File: src/scd_pkg.sv
// constants, field layout and carrier types of the stepper control field decoder
// assumes an APB master with 32-bit data and one clock domain
`default_nettype none
package scd_pkg;

  // ==================================================
  // bus and register map
  localparam int unsigned APB_AW = 8;
  localparam logic [7:0] IDX_CR0 = 8'h01;
  localparam logic [7:0] IDX_CR1 = 8'h02;
  localparam logic [7:0] IDX_CR2 = 8'h03;
  localparam logic [7:0] IDX_CR3 = 8'h08;
  localparam logic [APB_AW-1:0] ADR_CR0 = {IDX_CR0[5:0], 2'b00};
  localparam logic [APB_AW-1:0] ADR_CR1 = {IDX_CR1[5:0], 2'b00};
  localparam logic [APB_AW-1:0] ADR_CR2 = {IDX_CR2[5:0], 2'b00};
  localparam logic [APB_AW-1:0] ADR_CR3 = {IDX_CR3[5:0], 2'b00};

  // ==================================================
  // writable bits and reset value
  localparam logic [7:0] MSK_CR0 = 8'hff;
  localparam logic [7:0] MSK_CR1 = 8'hcf;
  localparam logic [7:0] MSK_CR2 = 8'hf0;
  localparam logic [7:0] MSK_CR3 = 8'hf7;
  localparam logic [7:0] RST_VAL = 8'h00;

  // ==================================================
  // field positions
  localparam int unsigned CR0_STEP_LSB = 5;
  localparam int unsigned CR0_CUR_LSB  = 0;
  localparam int unsigned CR1_DIRCTL   = 7;
  localparam int unsigned CR1_EDGE     = 6;
  localparam int unsigned CR1_PWMDBL   = 3;
  localparam int unsigned CR1_JITTER   = 2;
  localparam int unsigned CR1_SLEW     = 0;
  localparam int unsigned CR2_DRVEN    = 7;
  localparam int unsigned CR2_SLEEP    = 6;
  localparam int unsigned CR2_GAIN     = 5;
  localparam int unsigned CR2_OPAQUE   = 4;
  localparam int unsigned CR3_MODE     = 6;
  localparam int unsigned CR3_MASK     = 4;
  localparam int unsigned CR3_DUTY     = 2;
  localparam int unsigned CR3_BRIDGE   = 0;

  // ==================================================
  // strobe lengths in pwm clock cycles
  localparam int unsigned STB_W = 5;
  localparam logic [STB_W-1:0] STB_C00 = 5'h04;
  localparam logic [STB_W-1:0] STB_C01 = 5'h08;
  localparam logic [STB_W-1:0] STB_C10 = 5'h0c;
  localparam logic [STB_W-1:0] STB_C11 = 5'h13;
  localparam logic [2:0] STEP_RESERVED = 3'h7;

  // ==================================================
  // types
  typedef enum logic [2:0] {
    STEP_32, STEP_16, STEP_8, STEP_4, STEP_HALF_COMP, STEP_HALF_UNCOMP, STEP_FULL
  } scd_step_e;

  typedef enum logic [1:0] {
    DUTY_DEFAULT, DUTY_MIN1, DUTY_MIN2, DUTY_MIN3
  } scd_min_duty_e;

  typedef struct packed {
    logic [7:0] cr0;
    logic [7:0] cr1;
    logic [7:0] cr2;
    logic [7:0] cr3;
  } scd_regs_s;

endpackage
`default_nettype wire

File: src/scd_field_decode.sv
// APB register bank and field decoder of a micro-stepping bipolar driver
// assumes pins DIR, step and pwm clock are asynchronous; pwm start is local
//
// Decided for this implementation: the placing of the registers and register access over APB.
`timescale 1ns/10ps
`default_nettype none

// Operation
// - direction is pin xor invert bit
// - edge bit selects rising or falling step
// - two-bit slew field picks slope
// - transparency bit: 0 transparent, 1 opaque
// - gain bit: 0 half, 1 quarter
// - frequency double bit and jitter bit
// - three-bit step mode decode
// - sleep bit enters sleep mode
// - driver enable bit gates outputs
// - mask time 4, 8, 12, 19 cycles
// - duty bit selects 86% or 75%
// - bridge time 00 gives 4, 10 gives 12
// - strobes count pwm clock cycles
// - fields readable, writable, reset to zero
// - new values apply after select released
module scd_field_decode #(
  parameter logic [scd_pkg::STB_W-1:0] BRIDGE_C01 = scd_pkg::STB_C01,
  parameter logic [scd_pkg::STB_W-1:0] BRIDGE_C11 = scd_pkg::STB_C11
) (
  input  wire logic                        CLOCK_I,
  input  wire logic                        RST_N_I,
  input  wire logic                        PSEL_I,
  input  wire logic                        PENABLE_I,
  input  wire logic                        PWRITE_I,
  input  wire logic [scd_pkg::APB_AW-1:0]  PADDR_I,
  input  wire logic [31:0]                 PWDATA_I,
  output logic      [31:0]                 PRDATA_O,
  output logic                             PREADY_O,
  output logic                             PSLVERR_O,
  input  wire logic                        DIR_I,
  input  wire logic                        STEP_INPUT_I,
  input  wire logic                        PWM_CLK_I,
  input  wire logic                        PWM_START_I,
  output logic                             DIR_CCW_O,
  output logic                             STEP_ADV_O,
  output logic      [1:0]                  SLEW_SLOPE_SEL_O,
  output logic                             SPEED_LOAD_ANGLE_OUT_OPAQUE_O,
  output logic                             SPEED_LOAD_ANGLE_OUT_GAIN_QTR_O,
  output logic                             PWM_DOUBLE_O,
  output logic                             PWM_JITTER_O,
  output scd_pkg::scd_step_e               STEP_MODE_SEL_O,
  output logic      [4:0]                  CURRENT_SEL_O,
  output logic                             SLEEP_O,
  output logic                             DRV_EN_O,
  output scd_pkg::scd_min_duty_e           MIN_DUTY_MODE_O,
  output logic                             DUTY75_O,
  output logic                             MASK_TIME_ACT_O,
  output logic                             COMP_BRIDGE_ACT_O
);
  import scd_pkg::*;

  // ==================================================
  // strobe length decode
  function automatic logic [STB_W-1:0] stb_len(input logic [1:0] sel,
                                               input logic [STB_W-1:0] c01,
                                               input logic [STB_W-1:0] c11);
    logic [STB_W-1:0] len;
    len = STB_C00;
    case (sel)
      2'b00:   len = STB_C00;
      2'b01:   len = c01;
      2'b10:   len = STB_C10;
      default: len = c11;
    endcase
    return len;
  endfunction

  // ==================================================
  // reset release
  logic rst_s1_r;
  logic rst_n;

  always_ff @(posedge CLOCK_I or negedge RST_N_I)
  begin
    if (!RST_N_I)
    begin
      rst_s1_r <= 1'b0;
      rst_n    <= 1'b0;
    end
    else
    begin
      rst_s1_r <= 1'b1;
      rst_n    <= rst_s1_r;
    end
  end

  // ==================================================
  // pin synchronisers
  logic [2:0] step_sy_r;
  logic [1:0] dir_sy_r;
  logic [2:0] pwm_sy_r;

  always_ff @(posedge CLOCK_I or negedge rst_n)
  begin
    if (!rst_n)
    begin
      step_sy_r <= 3'h0;
      dir_sy_r  <= 2'h0;
      pwm_sy_r  <= 3'h0;
    end
    else
    begin
      step_sy_r <= {step_sy_r[1:0], STEP_INPUT_I};
      dir_sy_r  <= {dir_sy_r[0], DIR_I};
      pwm_sy_r  <= {pwm_sy_r[1:0], PWM_CLK_I};
    end
  end

  wire step_rise = step_sy_r[1] & ~step_sy_r[2];
  wire step_fall = ~step_sy_r[1] & step_sy_r[2];
  wire pwm_tick  = pwm_sy_r[1] & ~pwm_sy_r[2];

  // ==================================================
  // APB slave
  scd_regs_s shadow_r;
  scd_regs_s act_r;
  logic      pending_r;

  wire setup    = PSEL_I & ~PENABLE_I;
  wire access   = PSEL_I & PENABLE_I;
  wire hit_cr0  = (PADDR_I == ADR_CR0);
  wire hit_cr1  = (PADDR_I == ADR_CR1);
  wire hit_cr2  = (PADDR_I == ADR_CR2);
  wire hit_cr3  = (PADDR_I == ADR_CR3);
  wire hit      = hit_cr0 | hit_cr1 | hit_cr2 | hit_cr3;
  wire wr_take  = access & PWRITE_I & hit;
  wire commit   = pending_r & ~PSEL_I;
  wire [7:0] wb = PWDATA_I[7:0];

  wire [7:0] rd_byte = hit_cr0 ? act_r.cr0 :
                       hit_cr1 ? act_r.cr1 :
                       hit_cr2 ? act_r.cr2 :
                       hit_cr3 ? act_r.cr3 : 8'h00;

  wire [2:0] new_step_mode  = shadow_r.cr0[CR0_STEP_LSB +: 3];
  wire [2:0] kept_step_mode = (new_step_mode == STEP_RESERVED) ?
                              act_r.cr0[CR0_STEP_LSB +: 3] : new_step_mode;

  assign PREADY_O = 1'b1;

  always_ff @(posedge CLOCK_I or negedge rst_n)
  begin
    if (!rst_n)
    begin
      shadow_r  <= {4{RST_VAL}};
      pending_r <= 1'b0;
      PRDATA_O  <= 32'h0000_0000;
      PSLVERR_O <= 1'b0;
    end
    else
    begin
      if (setup)
      begin
        PRDATA_O  <= {24'h00_0000, rd_byte};
        PSLVERR_O <= ~hit;
      end
      if (wr_take & hit_cr0)
        shadow_r.cr0 <= wb & MSK_CR0;
      if (wr_take & hit_cr1)
        shadow_r.cr1 <= wb & MSK_CR1;
      if (wr_take & hit_cr2)
        shadow_r.cr2 <= wb & MSK_CR2;
      if (wr_take & hit_cr3)
        shadow_r.cr3 <= wb & MSK_CR3;
      if (wr_take)
        pending_r <= 1'b1;
      else if (commit)
        pending_r <= 1'b0;
    end
  end

  // ==================================================
  // applied field values
  always_ff @(posedge CLOCK_I or negedge rst_n)
  begin
    if (!rst_n)
      act_r <= {4{RST_VAL}};
    else if (commit)
    begin
      act_r     <= shadow_r;
      act_r.cr0 <= {kept_step_mode, shadow_r.cr0[CR0_STEP_LSB-1:0]};
    end
  end

  // ==================================================
  // decoded outputs
  always_ff @(posedge CLOCK_I or negedge rst_n)
  begin
    if (!rst_n)
    begin
      DIR_CCW_O                       <= 1'b0;
      STEP_ADV_O                      <= 1'b0;
      SLEW_SLOPE_SEL_O                <= 2'h0;
      SPEED_LOAD_ANGLE_OUT_OPAQUE_O   <= 1'b0;
      SPEED_LOAD_ANGLE_OUT_GAIN_QTR_O <= 1'b0;
      PWM_DOUBLE_O                    <= 1'b0;
      PWM_JITTER_O                    <= 1'b0;
      STEP_MODE_SEL_O                 <= STEP_32;
      CURRENT_SEL_O                   <= 5'h00;
      SLEEP_O                         <= 1'b0;
      DRV_EN_O                        <= 1'b0;
      MIN_DUTY_MODE_O                 <= DUTY_DEFAULT;
      DUTY75_O                        <= 1'b0;
    end
    else
    begin
      DIR_CCW_O  <= dir_sy_r[1] ^ act_r.cr1[CR1_DIRCTL];
      STEP_ADV_O <= act_r.cr1[CR1_EDGE] ? step_fall : step_rise;
      SLEW_SLOPE_SEL_O                <= act_r.cr1[CR1_SLEW +: 2];
      SPEED_LOAD_ANGLE_OUT_OPAQUE_O   <= act_r.cr2[CR2_OPAQUE];
      SPEED_LOAD_ANGLE_OUT_GAIN_QTR_O <= act_r.cr2[CR2_GAIN];
      PWM_DOUBLE_O                    <= act_r.cr1[CR1_PWMDBL];
      PWM_JITTER_O                    <= act_r.cr1[CR1_JITTER];
      STEP_MODE_SEL_O <= scd_step_e'(act_r.cr0[CR0_STEP_LSB +: 3]);
      CURRENT_SEL_O                   <= act_r.cr0[CR0_CUR_LSB +: 5];
      SLEEP_O                         <= act_r.cr2[CR2_SLEEP];
      DRV_EN_O                        <= act_r.cr2[CR2_DRVEN];
      MIN_DUTY_MODE_O <= scd_min_duty_e'(act_r.cr3[CR3_MODE +: 2]);
      DUTY75_O                        <= act_r.cr3[CR3_DUTY];
    end
  end

  // ==================================================
  // strobe timers, 0 = mask, 1 = bridge
  logic [STB_W-1:0] stb_len_w [2];
  logic [STB_W-1:0] stb_cnt_r [2];
  logic [1:0]       stb_act_r;

  assign stb_len_w[0] = stb_len(act_r.cr3[CR3_MASK +: 2], STB_C01, STB_C11);
  assign stb_len_w[1] = stb_len(act_r.cr3[CR3_BRIDGE +: 2], BRIDGE_C01, BRIDGE_C11);

  genvar gi;
  generate
    for (gi = 0; gi < 2; gi++)
    begin : g_stb
      logic [STB_W-1:0] cnt_nxt;
      assign cnt_nxt = PWM_START_I ? stb_len_w[gi] :
                       (pwm_tick && stb_cnt_r[gi] != '0) ? stb_cnt_r[gi] - 1'b1 :
                       stb_cnt_r[gi];
      always_ff @(posedge CLOCK_I or negedge rst_n)
      begin
        if (!rst_n)
        begin
          stb_cnt_r[gi] <= '0;
          stb_act_r[gi] <= 1'b0;
        end
        else
        begin
          stb_cnt_r[gi] <= cnt_nxt;
          stb_act_r[gi] <= (cnt_nxt != '0);
        end
      end
    end
  endgenerate

  assign MASK_TIME_ACT_O   = stb_act_r[0];
  assign COMP_BRIDGE_ACT_O = stb_act_r[1];
endmodule // scd_field_decode
`default_nettype wire

File: config.mk
export PLATFORM = sky130hd
export DESIGN_NAME = scd_field_decode
export DESIGN_NICKNAME = d
export VERILOG_FILES = /design/src/scd_pkg.sv /design/src/scd_field_decode.sv
export SDC_FILE = /design/constraint.sdc
export NUM_CORES = 1
export LEC_CHECK = 0
export ABC_AREA = 1
export BUFFER_PORTS_ARGS = -buffer_cell sky130_fd_sc_hd__buf_2
export CAP_MARGIN = 20
export CORE_MARGIN = 8
export CORE_UTILIZATION = 47
export CTS_CLUSTER_DIAMETER = 50
export DETAILED_ROUTE_END_ITERATION = 16
export GPL_TIMING_DRIVEN = 0
export PLACE_DENSITY = 0.67
export SLEW_MARGIN = 20
export SYNTH_ARGS = -nofsm -noshare
export SYNTH_HDL_FRONTEND = slang
export SYNTH_SLANG_ARGS = --single-unit
File: constraint.sdc
create_clock -name CLOCK_I -period 3.65 [get_ports CLOCK_I]
set_clock_uncertainty 0.15 [all_clocks]
set_input_delay 0.73 -clock CLOCK_I [delete_from_list [all_inputs] [get_ports CLOCK_I]]
set_output_delay 0.73 -clock CLOCK_I [all_outputs]
set_load 0.1 [all_outputs]
==> results.toml <==
[synth]
synth_edf_count = 0
synthAdderAreaFrac_pct = 2.23
ys_types = 33
syn_area_per_cell_um2 = 9.37
synth_top_family_by_area = "simple AND/OR/NAND/NOR gates"
ys_warn_count = 0
syn_area_um2 = 4500
synth_compound_area_share_pct = 6.07
synth_cells = 480
synthXorXnorAreaFrac_pct = 0.584
ys_ff_latch = 103
ys.flop_type = "dfrtp_1"
synth.area.mux_share_pct = 0.501
synthArstFlopShare_pct = 100
synthSimpleGateAreaFrac_pct = 23.5
synth.yosys.seq_area_share_pct = 57.3

[timing]
rsz0062_at_grt = "false"
setup_viol = 0
finalHoldViolations = 0
slew_headroom_pct = 60.4
finalCritPeriodShare_pct = 56.0
report.final.slew_viol_count = 0
max_freq_mhz = 489
finalWorstSetupSlack_ns = 1.61
fin_crit_ns = 2.04
worst_pin_slew_ns = 0.594
fin_hold_ws_ns = 0.198

[grt]
grt_max_degree = 58
grt_pass1_vias = 3201
overflow = 0
grt_pass1_wl_um = 15500
antenna_found_initial = 0
grt_use_total_pct = 15.1

[detailed_routing]
num_vias = 3259
drc = 0
wl_met3_um = 656
wl_um = 9370
antenna_left = 0
wl_met1_um = 4290
wire_per_inst_um = 13.3
drt-pass1-iter-count = 5
wl_met2_um = 4250
top_layer = "met4"
dr.first_iter.drc_count = 163
vias_per_cell = 4.61

[status]
outcome = "complete, no violations"

[clock_network]
post-cts-setup-buffers = 0
cts_tree = "built"
cts.htree.levels = 3
clock-sinks = 103
cts_inserted_buffers = 9
clk_latency_ns = 0.36
clockRootBuffer = "clkbuf_8"
path_clk_slew_ns = 0.10
clk_path_buf_depth = 2

[finish]
num_antenna_cells = 0
final_cells = 707
area_growth_pct = 17.8
layout_common_cells = "nand2_1 (147), dfrtp_1 (102), buf_2 (60), inv_1 (41), nor2_1 (34)"
n_fill_cell = 863
layout.nets = 630
drive_above_1_share_pct = 24.4
layout_commonest_cell = "nand2_1"

[setup_path]
cp_slowest_stage_delay_ns = 0.43
crit_chain = "buf_2"
critical_path.endpoint_type = "output port"
crit_type = "flop to output port"
start_kind = "flop"
arrival_ns = 1.16
cpMaxStageDelayCell = "buf_2"
crit_buf_inv = 1
critical-path-top-delay-family = "buffers and inverters"
path_max_fanout = 2
required_ns = 2.77

[place]
port_buffers = 56
pre_cts_slack_ns = 1.44
place_congestion = 0.828
dpl.cell_count = 690
dp_hpwl_um = 7170

[worst_hold_path]
hold_class = "flop to asynchronous set/reset pin"

[floorplan]
ioPinCount = 106
fp.dieH_um = 114
die-width_um = 114
fp-row-count = 35
die_area_um2 = 13000
core_area_um2 = 9280
start_util_pct = 48.4

[pwr]
leakagePower_uw = 0.00294
peakVddDrop_uv = 192
powerDensity_nw_per_um2 = 475
power_uw = 2520

[run]
cap_violations = 0
-- final timing paths --
path	from	endpoint	cells past startpoint	slack (ns)
setup reg to reg	stb_cnt_r[0]	COMP_BRIDGE_ACT_O	9	1.89
hold reg to reg	rst_n	stb_cnt_r[0]	0	0.20
hold / removal	rst_n	stb_cnt_r[0]	0	0.20
max in group asynchronous	rst_n	CURRENT_SEL_O[3]	1	2.47
min in group CLOCK_I	step_sy_r[0]	step_sy_r[1]	0	0.21
setup / recovery	PRDATA_O[1]	PRDATA_O[1]	1	1.61
-- stage by stage --
| step | setup TNS, ns | util, % | cell area (um^2) |
|---|---|---|---|
| floorplan | 0 | - | 4590 |
| global placement | -61.94 | 54.2 | 5030 |
| detailed placement | 0 | 54.5 | 5060 |
| CTS | 0 | 57.0 | 5300 |
| global route | 0 | 57.0 | 5300 |
| finish | 0 | 57.0 | 5300 |
-- what timing repair did --
item | CTS | global route
gates resized for setup | 0 | 0
endpoints found under the hold margin | 2 | 0
hold buffers | 1 | 0
-- cell usage after synthesis (3+ instances only) --
cell type | n | area share [%]
nand2_1 | 147 | 12
dfrtp_1 | 103 | 57
inv_1 | 41 | 3.4
nor2_1 | 34 | 2.8
buf_4 | 25 | 4.2
nand3_1 | 25 | 2.8
o21ai_0 | 20 | 2.2
o21ai_2 | 12 | 2.3
nand4_1 | 11 | 1.5
a21oi_1 | 9 | 1.0
ha_1 | 8 | 2.2
buf_2 | 4 | 0.45
buf_6 | 4 | 1.0
clkbuf_1 | 3 | 0.25
inv_2 | 3 | 0.25
nand2_2 | 3 | 0.42
o21ai_1 | 3 | 0.33
xor2_1 | 3 | 0.58
-- final cells by class --
cell class / instances / area (um^2) / area share, %
tap: 129 / 161 / 3.05
timing repair buffer: 58 / 318 / 6.00
clock buffer: 10 / 138 / 2.60
inverter: 45 / 170 / 3.21
buffer: 36 / 264 / 4.98
sequential: 103 / 2580 / 48.7
clock inverter: 6 / 90.1 / 1.70
multi-input combinational: 320 / 1570 / 29.7
-- logic make-up (layout without fill, tap and decap cells) --
logic type / after synthesis / after routing
buf+inv: 81 / 155
compound gates: 45 / 45
flops: 103 / 103
fa+ha+maj: 8 / 8
xor+xnor: 3 / 3
mux: 2 / 2
other cells: 2 / 26
simple gates: 236 / 236
-- sequential cells by signal (all words and copies together) (netlist names), 2 cells and up --
register / cells
dir_sy_r: 2
PRDATA_O: 8
pwm_sy_r: 3
SLEW_SLOPE_SEL_O: 2
step_sy_r: 3
new_step_mode: 3
MIN_DUTY_MODE_O: 2
shadow_r: 22
CURRENT_SEL_O: 5
STEP_MODE_SEL_O: 3
stb_cnt_r: 10
act_r: 25
-- layer usage --
layer	vias up	global-route usage (%)
li1	1646	-
met1	1505	19.7
met2	93	23.9
met3	15	2.80
met4	0	7.10
met5	-	0
-- power breakdown --
part           internal [uW]  total [uW]  switching, uW
clock network            409         793            384
logic                    100         493            393
registers               1190        1230           37.4
Power figures use the tool's default switching activity.
